**config.mk**
```make
export PLATFORM = sky130hd
export DESIGN_NAME = hbs_port
export DESIGN_NICKNAME = d
export VERILOG_FILES = /design/src/rtl/hbs_pkg.sv /design/src/rtl/hbs_sync.sv /design/src/rtl/hbs_port.sv
export SDC_FILE = /design/constraint.sdc
export NUM_CORES = 1
export LEC_CHECK = 0
export ABC_AREA = 0
export BUFFER_PORTS_ARGS = -buffer_cell sky130_fd_sc_hd__buf_2
export CAP_MARGIN = 30
export CORE_MARGIN = 2
export CORE_UTILIZATION = 50
export CTS_BUF_LIST = sky130_fd_sc_hd__clkbuf_8
export CTS_CLUSTER_SIZE = 16
export DETAILED_ROUTE_END_ITERATION = 10
export PLACE_DENSITY = 0.77
export SLEW_MARGIN = 20
export SYNTH_ARGS = -nofsm -noshare
export SYNTH_HDL_FRONTEND = slang
export SYNTH_SLANG_ARGS = --single-unit
```
**constraint.sdc**
```tcl
create_clock -name mclk -period 2.4 [get_ports mclk]
set_input_delay 0.36 -clock mclk [delete_from_list [all_inputs] [get_ports mclk]]
set_output_delay 0.36 -clock mclk [all_outputs]
set_load 0.05 [all_outputs]
```
**src/rtl/hbs_pkg.sv**
```systemverilog
// holds the constants and state type of the host bus strobe and address front end
// assumes one clock domain (mclk) and an asynchronous active-low reset
package hbs_pkg;

  // ****************************************************************
  // widths of the host port
  // ****************************************************************
  localparam int unsigned HBS_ADDR_W = 11;
  localparam int unsigned HBS_DATA_W = 8;

  // ****************************************************************
  // bundle of pins passed through the synchroniser
  // ****************************************************************
  localparam int unsigned HBS_SYNC_W   = 24;
  localparam int unsigned HBS_POS_MODE = 23;  // bus_mode_select
  localparam int unsigned HBS_POS_CSN  = 22;  // chip_select_n
  localparam int unsigned HBS_POS_STB  = 21;  // addr_strobe_n / async_write_n pin
  localparam int unsigned HBS_POS_CTL  = 20;  // sync_write_not_read / async_read_n pin
  localparam int unsigned HBS_POS_CLK  = 19;  // host_bus_clock
  localparam int unsigned HBS_POS_ADDR = 8;   // host_addr lsb
  localparam int unsigned HBS_POS_DATA = 0;   // host_data_in lsb
  // strobes, select and control idle high, everything else low
  localparam logic [23:0] HBS_SYNC_RST = 24'h700000;

  // ****************************************************************
  // mode encodings and reset values
  // ****************************************************************
  localparam logic        HBS_MODE_SYNC  = 1'h1;
  localparam logic        HBS_MODE_ASYNC = 1'h0;
  localparam logic [10:0] HBS_RST_ADDR   = 11'h000;
  localparam logic [7:0]  HBS_RST_DATA   = 8'h00;

  // ****************************************************************
  // access sequencer states
  // ****************************************************************
  typedef enum logic [2:0] {
    HBS_IDLE   = 3'b001,
    HBS_READ   = 3'b010,
    HBS_AWRITE = 3'b100
  } hbs_state_e;

endpackage : hbs_pkg

```
**src/rtl/hbs_sync.sv**
```systemverilog
// holds a two flip-flop synchroniser for a bundle of pin inputs
// assumes the bits are independent levels; multi-bit buses must be stable around strobes
module hbs_sync
  import hbs_pkg::*;
#(
  parameter int unsigned        WIDTH   = HBS_SYNC_W,
  parameter logic [WIDTH-1:0]   RST_VAL = '0
) (
  input  wire logic             mclk,
  input  wire logic             resetn,
  input  wire logic [WIDTH-1:0] pin_in,
  output logic      [WIDTH-1:0] pin_sync
);

  logic [WIDTH-1:0] meta_r;
  logic [WIDTH-1:0] meta_nxt;
  logic [WIDTH-1:0] sync_r;
  logic [WIDTH-1:0] sync_nxt;

  // first stage feeds only the second stage
  always_comb begin
    meta_nxt = pin_in;
    sync_nxt = meta_r;
  end

  always_ff @(posedge mclk or negedge resetn) begin
    if (!resetn) begin
      meta_r <= RST_VAL;
      sync_r <= RST_VAL;
    end else begin
      meta_r <= meta_nxt;
      sync_r <= sync_nxt;
    end
  end

  assign pin_sync = sync_r;

endmodule // hbs_sync

```
**src/rtl/hbs_port.sv**
```systemverilog
// holds the host register port front end: strobe decode, address capture, read drive
// assumes all host pins are asynchronous to mclk and the register file answers
// reg_rdata combinationally from reg_addr
//
// Function
// - synchronous accesses are accepted only while the address strobe is low
// - asynchronous mode uses the dual pin as active-low write strobe for data
// - asynchronous write needs chip select low, read strobe high, reset inactive
// - the 11-bit host address selects the internal register accessed
// - mode select high picks synchronous mode, low picks asynchronous mode
// - synchronous write-not-read high writes, low reads and drives the data bus
// - asynchronous read strobe low drives the addressed register onto the bus
// - chip select high ignores clock and strobes and floats the data bus
module hbs_port
  import hbs_pkg::*;
(
  input  wire logic                  mclk,
  input  wire logic                  resetn,
  input  wire logic                  bus_mode_select,
  input  wire logic                  chip_select_n,
  input  wire logic                  addr_strobe_n,
  input  wire logic                  sync_write_not_read,
  input  wire logic                  host_bus_clock,
  input  wire logic [HBS_ADDR_W-1:0] host_addr,
  input  wire logic [HBS_DATA_W-1:0] host_data_in,
  output logic      [HBS_DATA_W-1:0] host_data_out,
  output logic                       host_data_oe_n,
  output logic      [HBS_ADDR_W-1:0] reg_addr,
  output logic      [HBS_DATA_W-1:0] reg_wdata,
  output logic                       reg_wr,
  output logic                       reg_rd,
  input  wire logic [HBS_DATA_W-1:0] reg_rdata
);

  // ****************************************************************
  // pin synchronisation
  // ****************************************************************
  logic [HBS_SYNC_W-1:0] pins_raw;
  logic [HBS_SYNC_W-1:0] pins_s;

  // one bundle keeps every pin at the same two-cycle latency
  assign pins_raw = {bus_mode_select, chip_select_n, addr_strobe_n, sync_write_not_read,
                     host_bus_clock, host_addr, host_data_in};

  hbs_sync #(
    .WIDTH   (HBS_SYNC_W),
    .RST_VAL (HBS_SYNC_RST)
  ) u_sync (
    .mclk     (mclk),
    .resetn   (resetn),
    .pin_in   (pins_raw),
    .pin_sync (pins_s)
  );

  logic                  s_mode;
  logic                  s_cs_n;
  logic                  s_as_n;
  logic                  s_wr_n;
  logic                  s_wnr;
  logic                  s_rd_n;
  logic                  s_clk;
  logic [HBS_ADDR_W-1:0] s_addr;
  logic [HBS_DATA_W-1:0] s_data;

  // the two dual-purpose pins carry a different meaning per mode
  assign s_mode = pins_s[HBS_POS_MODE];
  assign s_cs_n = pins_s[HBS_POS_CSN];
  assign s_as_n = pins_s[HBS_POS_STB];
  assign s_wr_n = pins_s[HBS_POS_STB];
  assign s_wnr  = pins_s[HBS_POS_CTL];
  assign s_rd_n = pins_s[HBS_POS_CTL];
  assign s_clk  = pins_s[HBS_POS_CLK];
  assign s_addr = pins_s[HBS_POS_ADDR +: HBS_ADDR_W];
  assign s_data = pins_s[HBS_POS_DATA +: HBS_DATA_W];

  // ****************************************************************
  // access decode
  // ****************************************************************
  logic clk_prev_r;
  logic clk_prev_nxt;
  logic clk_rise;
  logic sync_sel;
  logic sync_wr_hit;
  logic async_wr_start;
  logic async_wr_ok;
  logic rd_act;

  // host clock is slow against mclk, so its edge is found on the synced level
  assign clk_rise = s_clk & ~clk_prev_r;
  // selected and address strobe low: the only window a sync access is seen
  assign sync_sel = (s_mode == HBS_MODE_SYNC) & ~s_cs_n & ~s_as_n;
  assign sync_wr_hit = sync_sel & s_wnr & clk_rise;
  // async write begins on strobe low with read strobe idle
  assign async_wr_start = (s_mode == HBS_MODE_ASYNC) & ~s_cs_n & s_rd_n & ~s_wr_n;
  // commit condition checked at the trailing edge of the write strobe
  assign async_wr_ok = (s_mode == HBS_MODE_ASYNC) & ~s_cs_n & s_rd_n & s_wr_n;
  // read is a level; a held write strobe blocks an async read
  always_comb begin
    if (s_mode == HBS_MODE_SYNC) begin
      rd_act = sync_sel & ~s_wnr;
    end else begin
      rd_act = ~s_cs_n & ~s_rd_n & s_wr_n;
    end
  end

  // ****************************************************************
  // access sequencer
  // ****************************************************************
  hbs_state_e            state_r;
  hbs_state_e            state_nxt;
  logic [HBS_ADDR_W-1:0] reg_addr_r;
  logic [HBS_ADDR_W-1:0] reg_addr_nxt;
  logic [HBS_DATA_W-1:0] reg_wdata_r;
  logic [HBS_DATA_W-1:0] reg_wdata_nxt;
  logic                  reg_wr_r;
  logic                  reg_wr_nxt;
  logic                  reg_rd_r;
  logic                  reg_rd_nxt;

  // next state, address, write data and strobes
  always_comb begin
    state_nxt     = state_r;
    reg_addr_nxt  = reg_addr_r;
    reg_wdata_nxt = reg_wdata_r;
    reg_wr_nxt    = 1'h0;
    reg_rd_nxt    = 1'h0;
    clk_prev_nxt  = s_clk;
    unique case (state_r)
      HBS_IDLE: begin
        if (rd_act) begin
          state_nxt    = HBS_READ;
          reg_addr_nxt = s_addr;
          reg_rd_nxt   = 1'h1;
        end else if (sync_wr_hit) begin
          reg_addr_nxt  = s_addr;
          reg_wdata_nxt = s_data;
          reg_wr_nxt    = 1'h1;
        end else if (async_wr_start) begin
          state_nxt     = HBS_AWRITE;
          reg_addr_nxt  = s_addr;
          reg_wdata_nxt = s_data;
        end
      end
      HBS_READ: begin
        if (rd_act) begin
          reg_addr_nxt = s_addr;
          reg_rd_nxt   = 1'h1;
        end else begin
          state_nxt = HBS_IDLE;
        end
      end
      HBS_AWRITE: begin
        if (async_wr_start) begin
          // keep the latest values while the strobe stays low
          reg_addr_nxt  = s_addr;
          reg_wdata_nxt = s_data;
        end else if (rd_act) begin
          // a read strobe meeting the strobe release drops the write and reads at once
          state_nxt    = HBS_READ;
          reg_addr_nxt = s_addr;
          reg_rd_nxt   = 1'h1;
        end else begin
          // commit on the rising strobe only; an abort drops the write
          state_nxt  = HBS_IDLE;
          reg_wr_nxt = async_wr_ok;
        end
      end
      default: begin
        state_nxt = HBS_IDLE;
      end
    endcase
  end

  always_ff @(posedge mclk or negedge resetn) begin
    if (!resetn) begin
      state_r     <= HBS_IDLE;
      reg_addr_r  <= HBS_RST_ADDR;
      reg_wdata_r <= HBS_RST_DATA;
      reg_wr_r    <= 1'h0;
      reg_rd_r    <= 1'h0;
      clk_prev_r  <= 1'h0;
    end else begin
      state_r     <= state_nxt;
      reg_addr_r  <= reg_addr_nxt;
      reg_wdata_r <= reg_wdata_nxt;
      reg_wr_r    <= reg_wr_nxt;
      reg_rd_r    <= reg_rd_nxt;
      clk_prev_r  <= clk_prev_nxt;
    end
  end

  // ****************************************************************
  // read data drive
  // ****************************************************************
  logic [HBS_DATA_W-1:0] data_out_r;
  logic [HBS_DATA_W-1:0] data_out_nxt;
  logic                  data_oe_n_r;
  logic                  data_oe_n_nxt;

  // bus driven only once the addressed value is registered; floats when deselected
  always_comb begin
    data_out_nxt  = data_out_r;
    data_oe_n_nxt = ~(reg_rd_r & rd_act);
    if (reg_rd_r) begin
      data_out_nxt = reg_rdata;
    end
  end

  always_ff @(posedge mclk or negedge resetn) begin
    if (!resetn) begin
      data_out_r  <= HBS_RST_DATA;
      data_oe_n_r <= 1'h1;
    end else begin
      data_out_r  <= data_out_nxt;
      data_oe_n_r <= data_oe_n_nxt;
    end
  end

  assign host_data_out  = data_out_r;
  assign host_data_oe_n = data_oe_n_r;
  assign reg_addr       = reg_addr_r;
  assign reg_wdata      = reg_wdata_r;
  assign reg_wr         = reg_wr_r;
  assign reg_rd         = reg_rd_r;

  // ****************************************************************
  // assertions
  // ****************************************************************
  a_sync_wr_qual: assert property (@(posedge mclk) disable iff (!resetn)
    reg_wr_r && $past(s_mode) && $past(state_r) == HBS_IDLE
      |-> $past(~s_cs_n && ~s_as_n && s_wnr))
    else $error("sync write without strobe qualification");

  a_async_wr_commit: assert property (@(posedge mclk) disable iff (!resetn)
    state_r == HBS_AWRITE && s_wr_n && !s_mode && !s_cs_n && s_rd_n
      |=> reg_wr_r && reg_wdata_r == $past(reg_wdata_r))
    else $error("async write not committed at strobe release");

  a_async_wr_block: assert property (@(posedge mclk) disable iff (!resetn)
    state_r == HBS_AWRITE && (s_cs_n || !s_rd_n) |=> !reg_wr_r)
    else $error("async write committed without select or with read");

  a_addr_capture: assert property (@(posedge mclk) disable iff (!resetn)
    rd_act |=> reg_rd_r && reg_addr_r == $past(s_addr))
    else $error("read address not captured");

  a_mode_select: assert property (@(posedge mclk) disable iff (!resetn)
    !s_mode && state_r == HBS_IDLE |=> !reg_wr_r)
    else $error("async write bypassed strobe sequencing");

  a_sync_wr_pulse: assert property (@(posedge mclk) disable iff (!resetn)
    state_r == HBS_IDLE && s_mode && clk_rise && !s_cs_n && !s_as_n && s_wnr
      |=> reg_wr_r && reg_wdata_r == $past(s_data) ##1 !reg_wr_r)
    else $error("sync write pulse wrong");

  a_read_drive: assert property (@(posedge mclk) disable iff (!resetn)
    rd_act ##1 rd_act |=> !host_data_oe_n && host_data_out == $past(reg_rdata))
    else $error("read data not driven");

  a_deselect_quiet: assert property (@(posedge mclk) disable iff (!resetn)
    s_cs_n |=> host_data_oe_n && !reg_wr_r)
    else $error("activity while deselected");

  c_sync_write: cover property (@(posedge mclk) disable iff (!resetn) reg_wr_r && s_mode);
  c_async_write: cover property (@(posedge mclk) disable iff (!resetn) reg_wr_r && !s_mode);
  c_sync_read: cover property (@(posedge mclk) disable iff (!resetn)
    !host_data_oe_n && s_mode);
  c_async_read: cover property (@(posedge mclk) disable iff (!resetn)
    !host_data_oe_n && !s_mode);

endmodule // hbs_port

```
==> results.toml <==
[run_status]
outcome = "completed"

[clock_tree]
cts_resized = 0
root_buffer = "clkbuf_8"
clock_path_buffers = 2
clk_pin_slew_ps = 70
post_cts_buffers = 0
htreeDepth = 3
tritoncts.num_buffers = 9
clk_latency_ps = 340
cts_tree = "built"
cts_sinks = 82

[sta]
skew_ps = 5.980
setup_violations = 0
timing.setup.tns_ps = 0
slew_headroom_pct = 66.78
max_freq_ghz = 0.5511
finalHoldViolations = 0
period_needed_ps = 1814
worst_slew_pin_slew_ps = 498.3
slew_violations = 0
rsz0062_at_grt = "false"
fin_crit_sh_pct = 75.60

[global_route]
grt_max_degree = 44
grtUsageTotal_pct = 15.14
grt_pass1_vias = 1439
gr-max-usage-layer = "met2"
grt_pass1_wl_um = 6624
met1_usage_pct = 17.83
antenna_found_initial = 0
use_met2_pct = 24.11
grt_overflow_total = 0
met3_usage_pct = 4.739

[critical_path]
r2r_setup_slack_ps = 590
crit_path_start_kind = "register"
crit_arrival_ps = 2040
max_stage_delay_ps = 600
endpoint_kind = "register"
critPathTopFamily = "flip-flops"
crit_required_ps = 2620
crit_path_max_fanout = 11
critPathKind = "register to register"
critPathBufInv = 1
crit_slowest_cell = "dfstp_2"
crit_chain = "xor2_1 > a21oi_1 > o211ai_2 > buf_4 > mux2_2"

[die]
pin_count = 64
die-area_um2 = 5793
dieWidth_um = 76.11
start_util_pct = 51.23
placementRows = 26
die_y_um = 76.11
core_um2 = 5075

[detailed_routing]
routed_wirelength_um = 3867
ant_nets = 0
firstDrtPassIters = 4
drt-wirelength-per-cell_um = 13.47
vias_per_cell = 4.638
drc = 0
drtIter0Drc = 52
dr_total_vias = 1331

[synthesis]
synth_area_leaders = "dfrtp_1 (71%), mux2_2 (12%), dfstp_2 (8.1%)"
synthesis.area_um2 = 2600
synth_fp_nets = 172
ys_seq_area_share_pct = 79.31
ys_warn_count = 0
yosysTopAreaCell = "dfrtp_1"
synth_top_area_share_pct = 71.22
synth_cell_types = 23
ys_ff_latch = 82
synthCells = 138
synth.avg_cell_area_um2 = 18.84

[layout]
syn2layout_area_growth_pct = 24.88
final_util_pct = 63.98
drive_gt1_share_pct = 54.84
fin_nets = 247
antennaDiodeCount = 0
final_common_cell = "dfrtp_1"
layout_common_cells = "dfrtp_1 (74), buf_2 (62), mux2_2 (27)"

[placement]
place.gp.congestion = 0.8122
io_buffers = 63
dpl.hpwl_um = 2582

[min_path]
min_path_type = "primary input to register"

[run]
maxCapViolCount = 0

[power_and_ir_drop]
power.density_nw_per_um2 = 1124
peakVddDrop_uv = 639.3
leakagePower_uw = 0.001517
[final cells by class]
class                   count  area [µm²]
fillers                   395        1828
clock inverters             4       67.56
inverters                   1       3.754
repair buffers             66       355.3
multi-input cells          53       519.2
clock buffers              11       151.4
flip-flops and latches     82        2062
well taps                  70       87.58
[worst paths after layout]
path | start | end | cells after the start
max in group asynchronous | resetn | host_data_oe_n | 3
min reg2reg | u_sync.meta_r[14] | u_sync.pin_sync[14] | 0
min | chip_select_n | u_sync.meta_r[22] | 1
min in group asynchronous | resetn | u_sync.meta_r[1] | 2
max | u_sync.pin_sync[21] | reg_addr[10] | 5
max reg2reg | u_sync.pin_sync[21] | reg_addr[10] | 5
[where the power goes]
group / leakage [µW] / switching, µW / internal, µW
combinational: 0.000438 / 671 / 248
clock: 0.000118 / 433 / 630
sequential: 0.000961 / 92.9 / 1580
total: 0.00152 / 1200 / 2450
[registers in the layout (all words and copies together) (netlist names)]
signal and count:
host_data_oe_n 1, clk_prev_r 1, host_data_out 8, u_sync.pin_sync 24, reg_wdata 8, u_sync.meta_r 24, state_r 3, reg_wr 1
reg_rd 1, reg_addr 11
[Yosys cell counts]
cell      instances
a21oi_1           2
a21oi_4           1
and2_1            1
and4bb_2          2
buf_6             1
clkbuf_1          1
dfrtp_1          74
dfstp_2           8
inv_1             1
mux2_2           27
nand2_1           3
nand2b_1          1
nand3_1           1
nand3b_1          1
nand4b_1          1
nor2_1            3
nor3b_1           2
nor3b_2           1
nor4b_1           1
nor4b_4           1
o211ai_2          1
o31a_1            2
xor2_1            2
[metrics by stage]
stage	cell area (µm²)	instances	setup WS [ps]	hold WS, ps	total power (µW)
6_report	3247	287	585.5	115.9	3650
5_1_grt	3247	287	487.5	100.4	3805
4_1_cts	3247	287	582.5	99.80	3694
3_5_place_dp	3018	271	593.0	334.7	2624
3_3_place_gp	3018	271	604.0	331.4	2603
2_1_floorplan	2600	138	769.5	64.41	2369
[logic make-up after synthesis]
family                 Yosys count  synth area share [%]
XOR/XNOR                         2                0.6738
buffers and inverters            3                0.7215
multiplexers                    27                 11.69
AND/OR/NAND/NOR                 18                 5.438
flip-flops                      82                 79.31
AO/OA/AOI/OAI                    6                 2.166
[per-layer routing]
metal | wire length [µm] | vias up | share of wire (%)
met5 | 0 | - | 0
met4 | 80 | 0 | 2.1
met3 | 228 | 8 | 5.9
met2 | 1944 | 43 | 50
met1 | 1614 | 662 | 42
li1 | - | 618 | -
[what timing repair did]
action                                  in CTS  in global routing
hold buffers                                 1                  0
endpoints found under the setup margin       0                  0
hold endpoints to repair                    39                  0
Note: power is estimated with default switching activity, not from simulation.
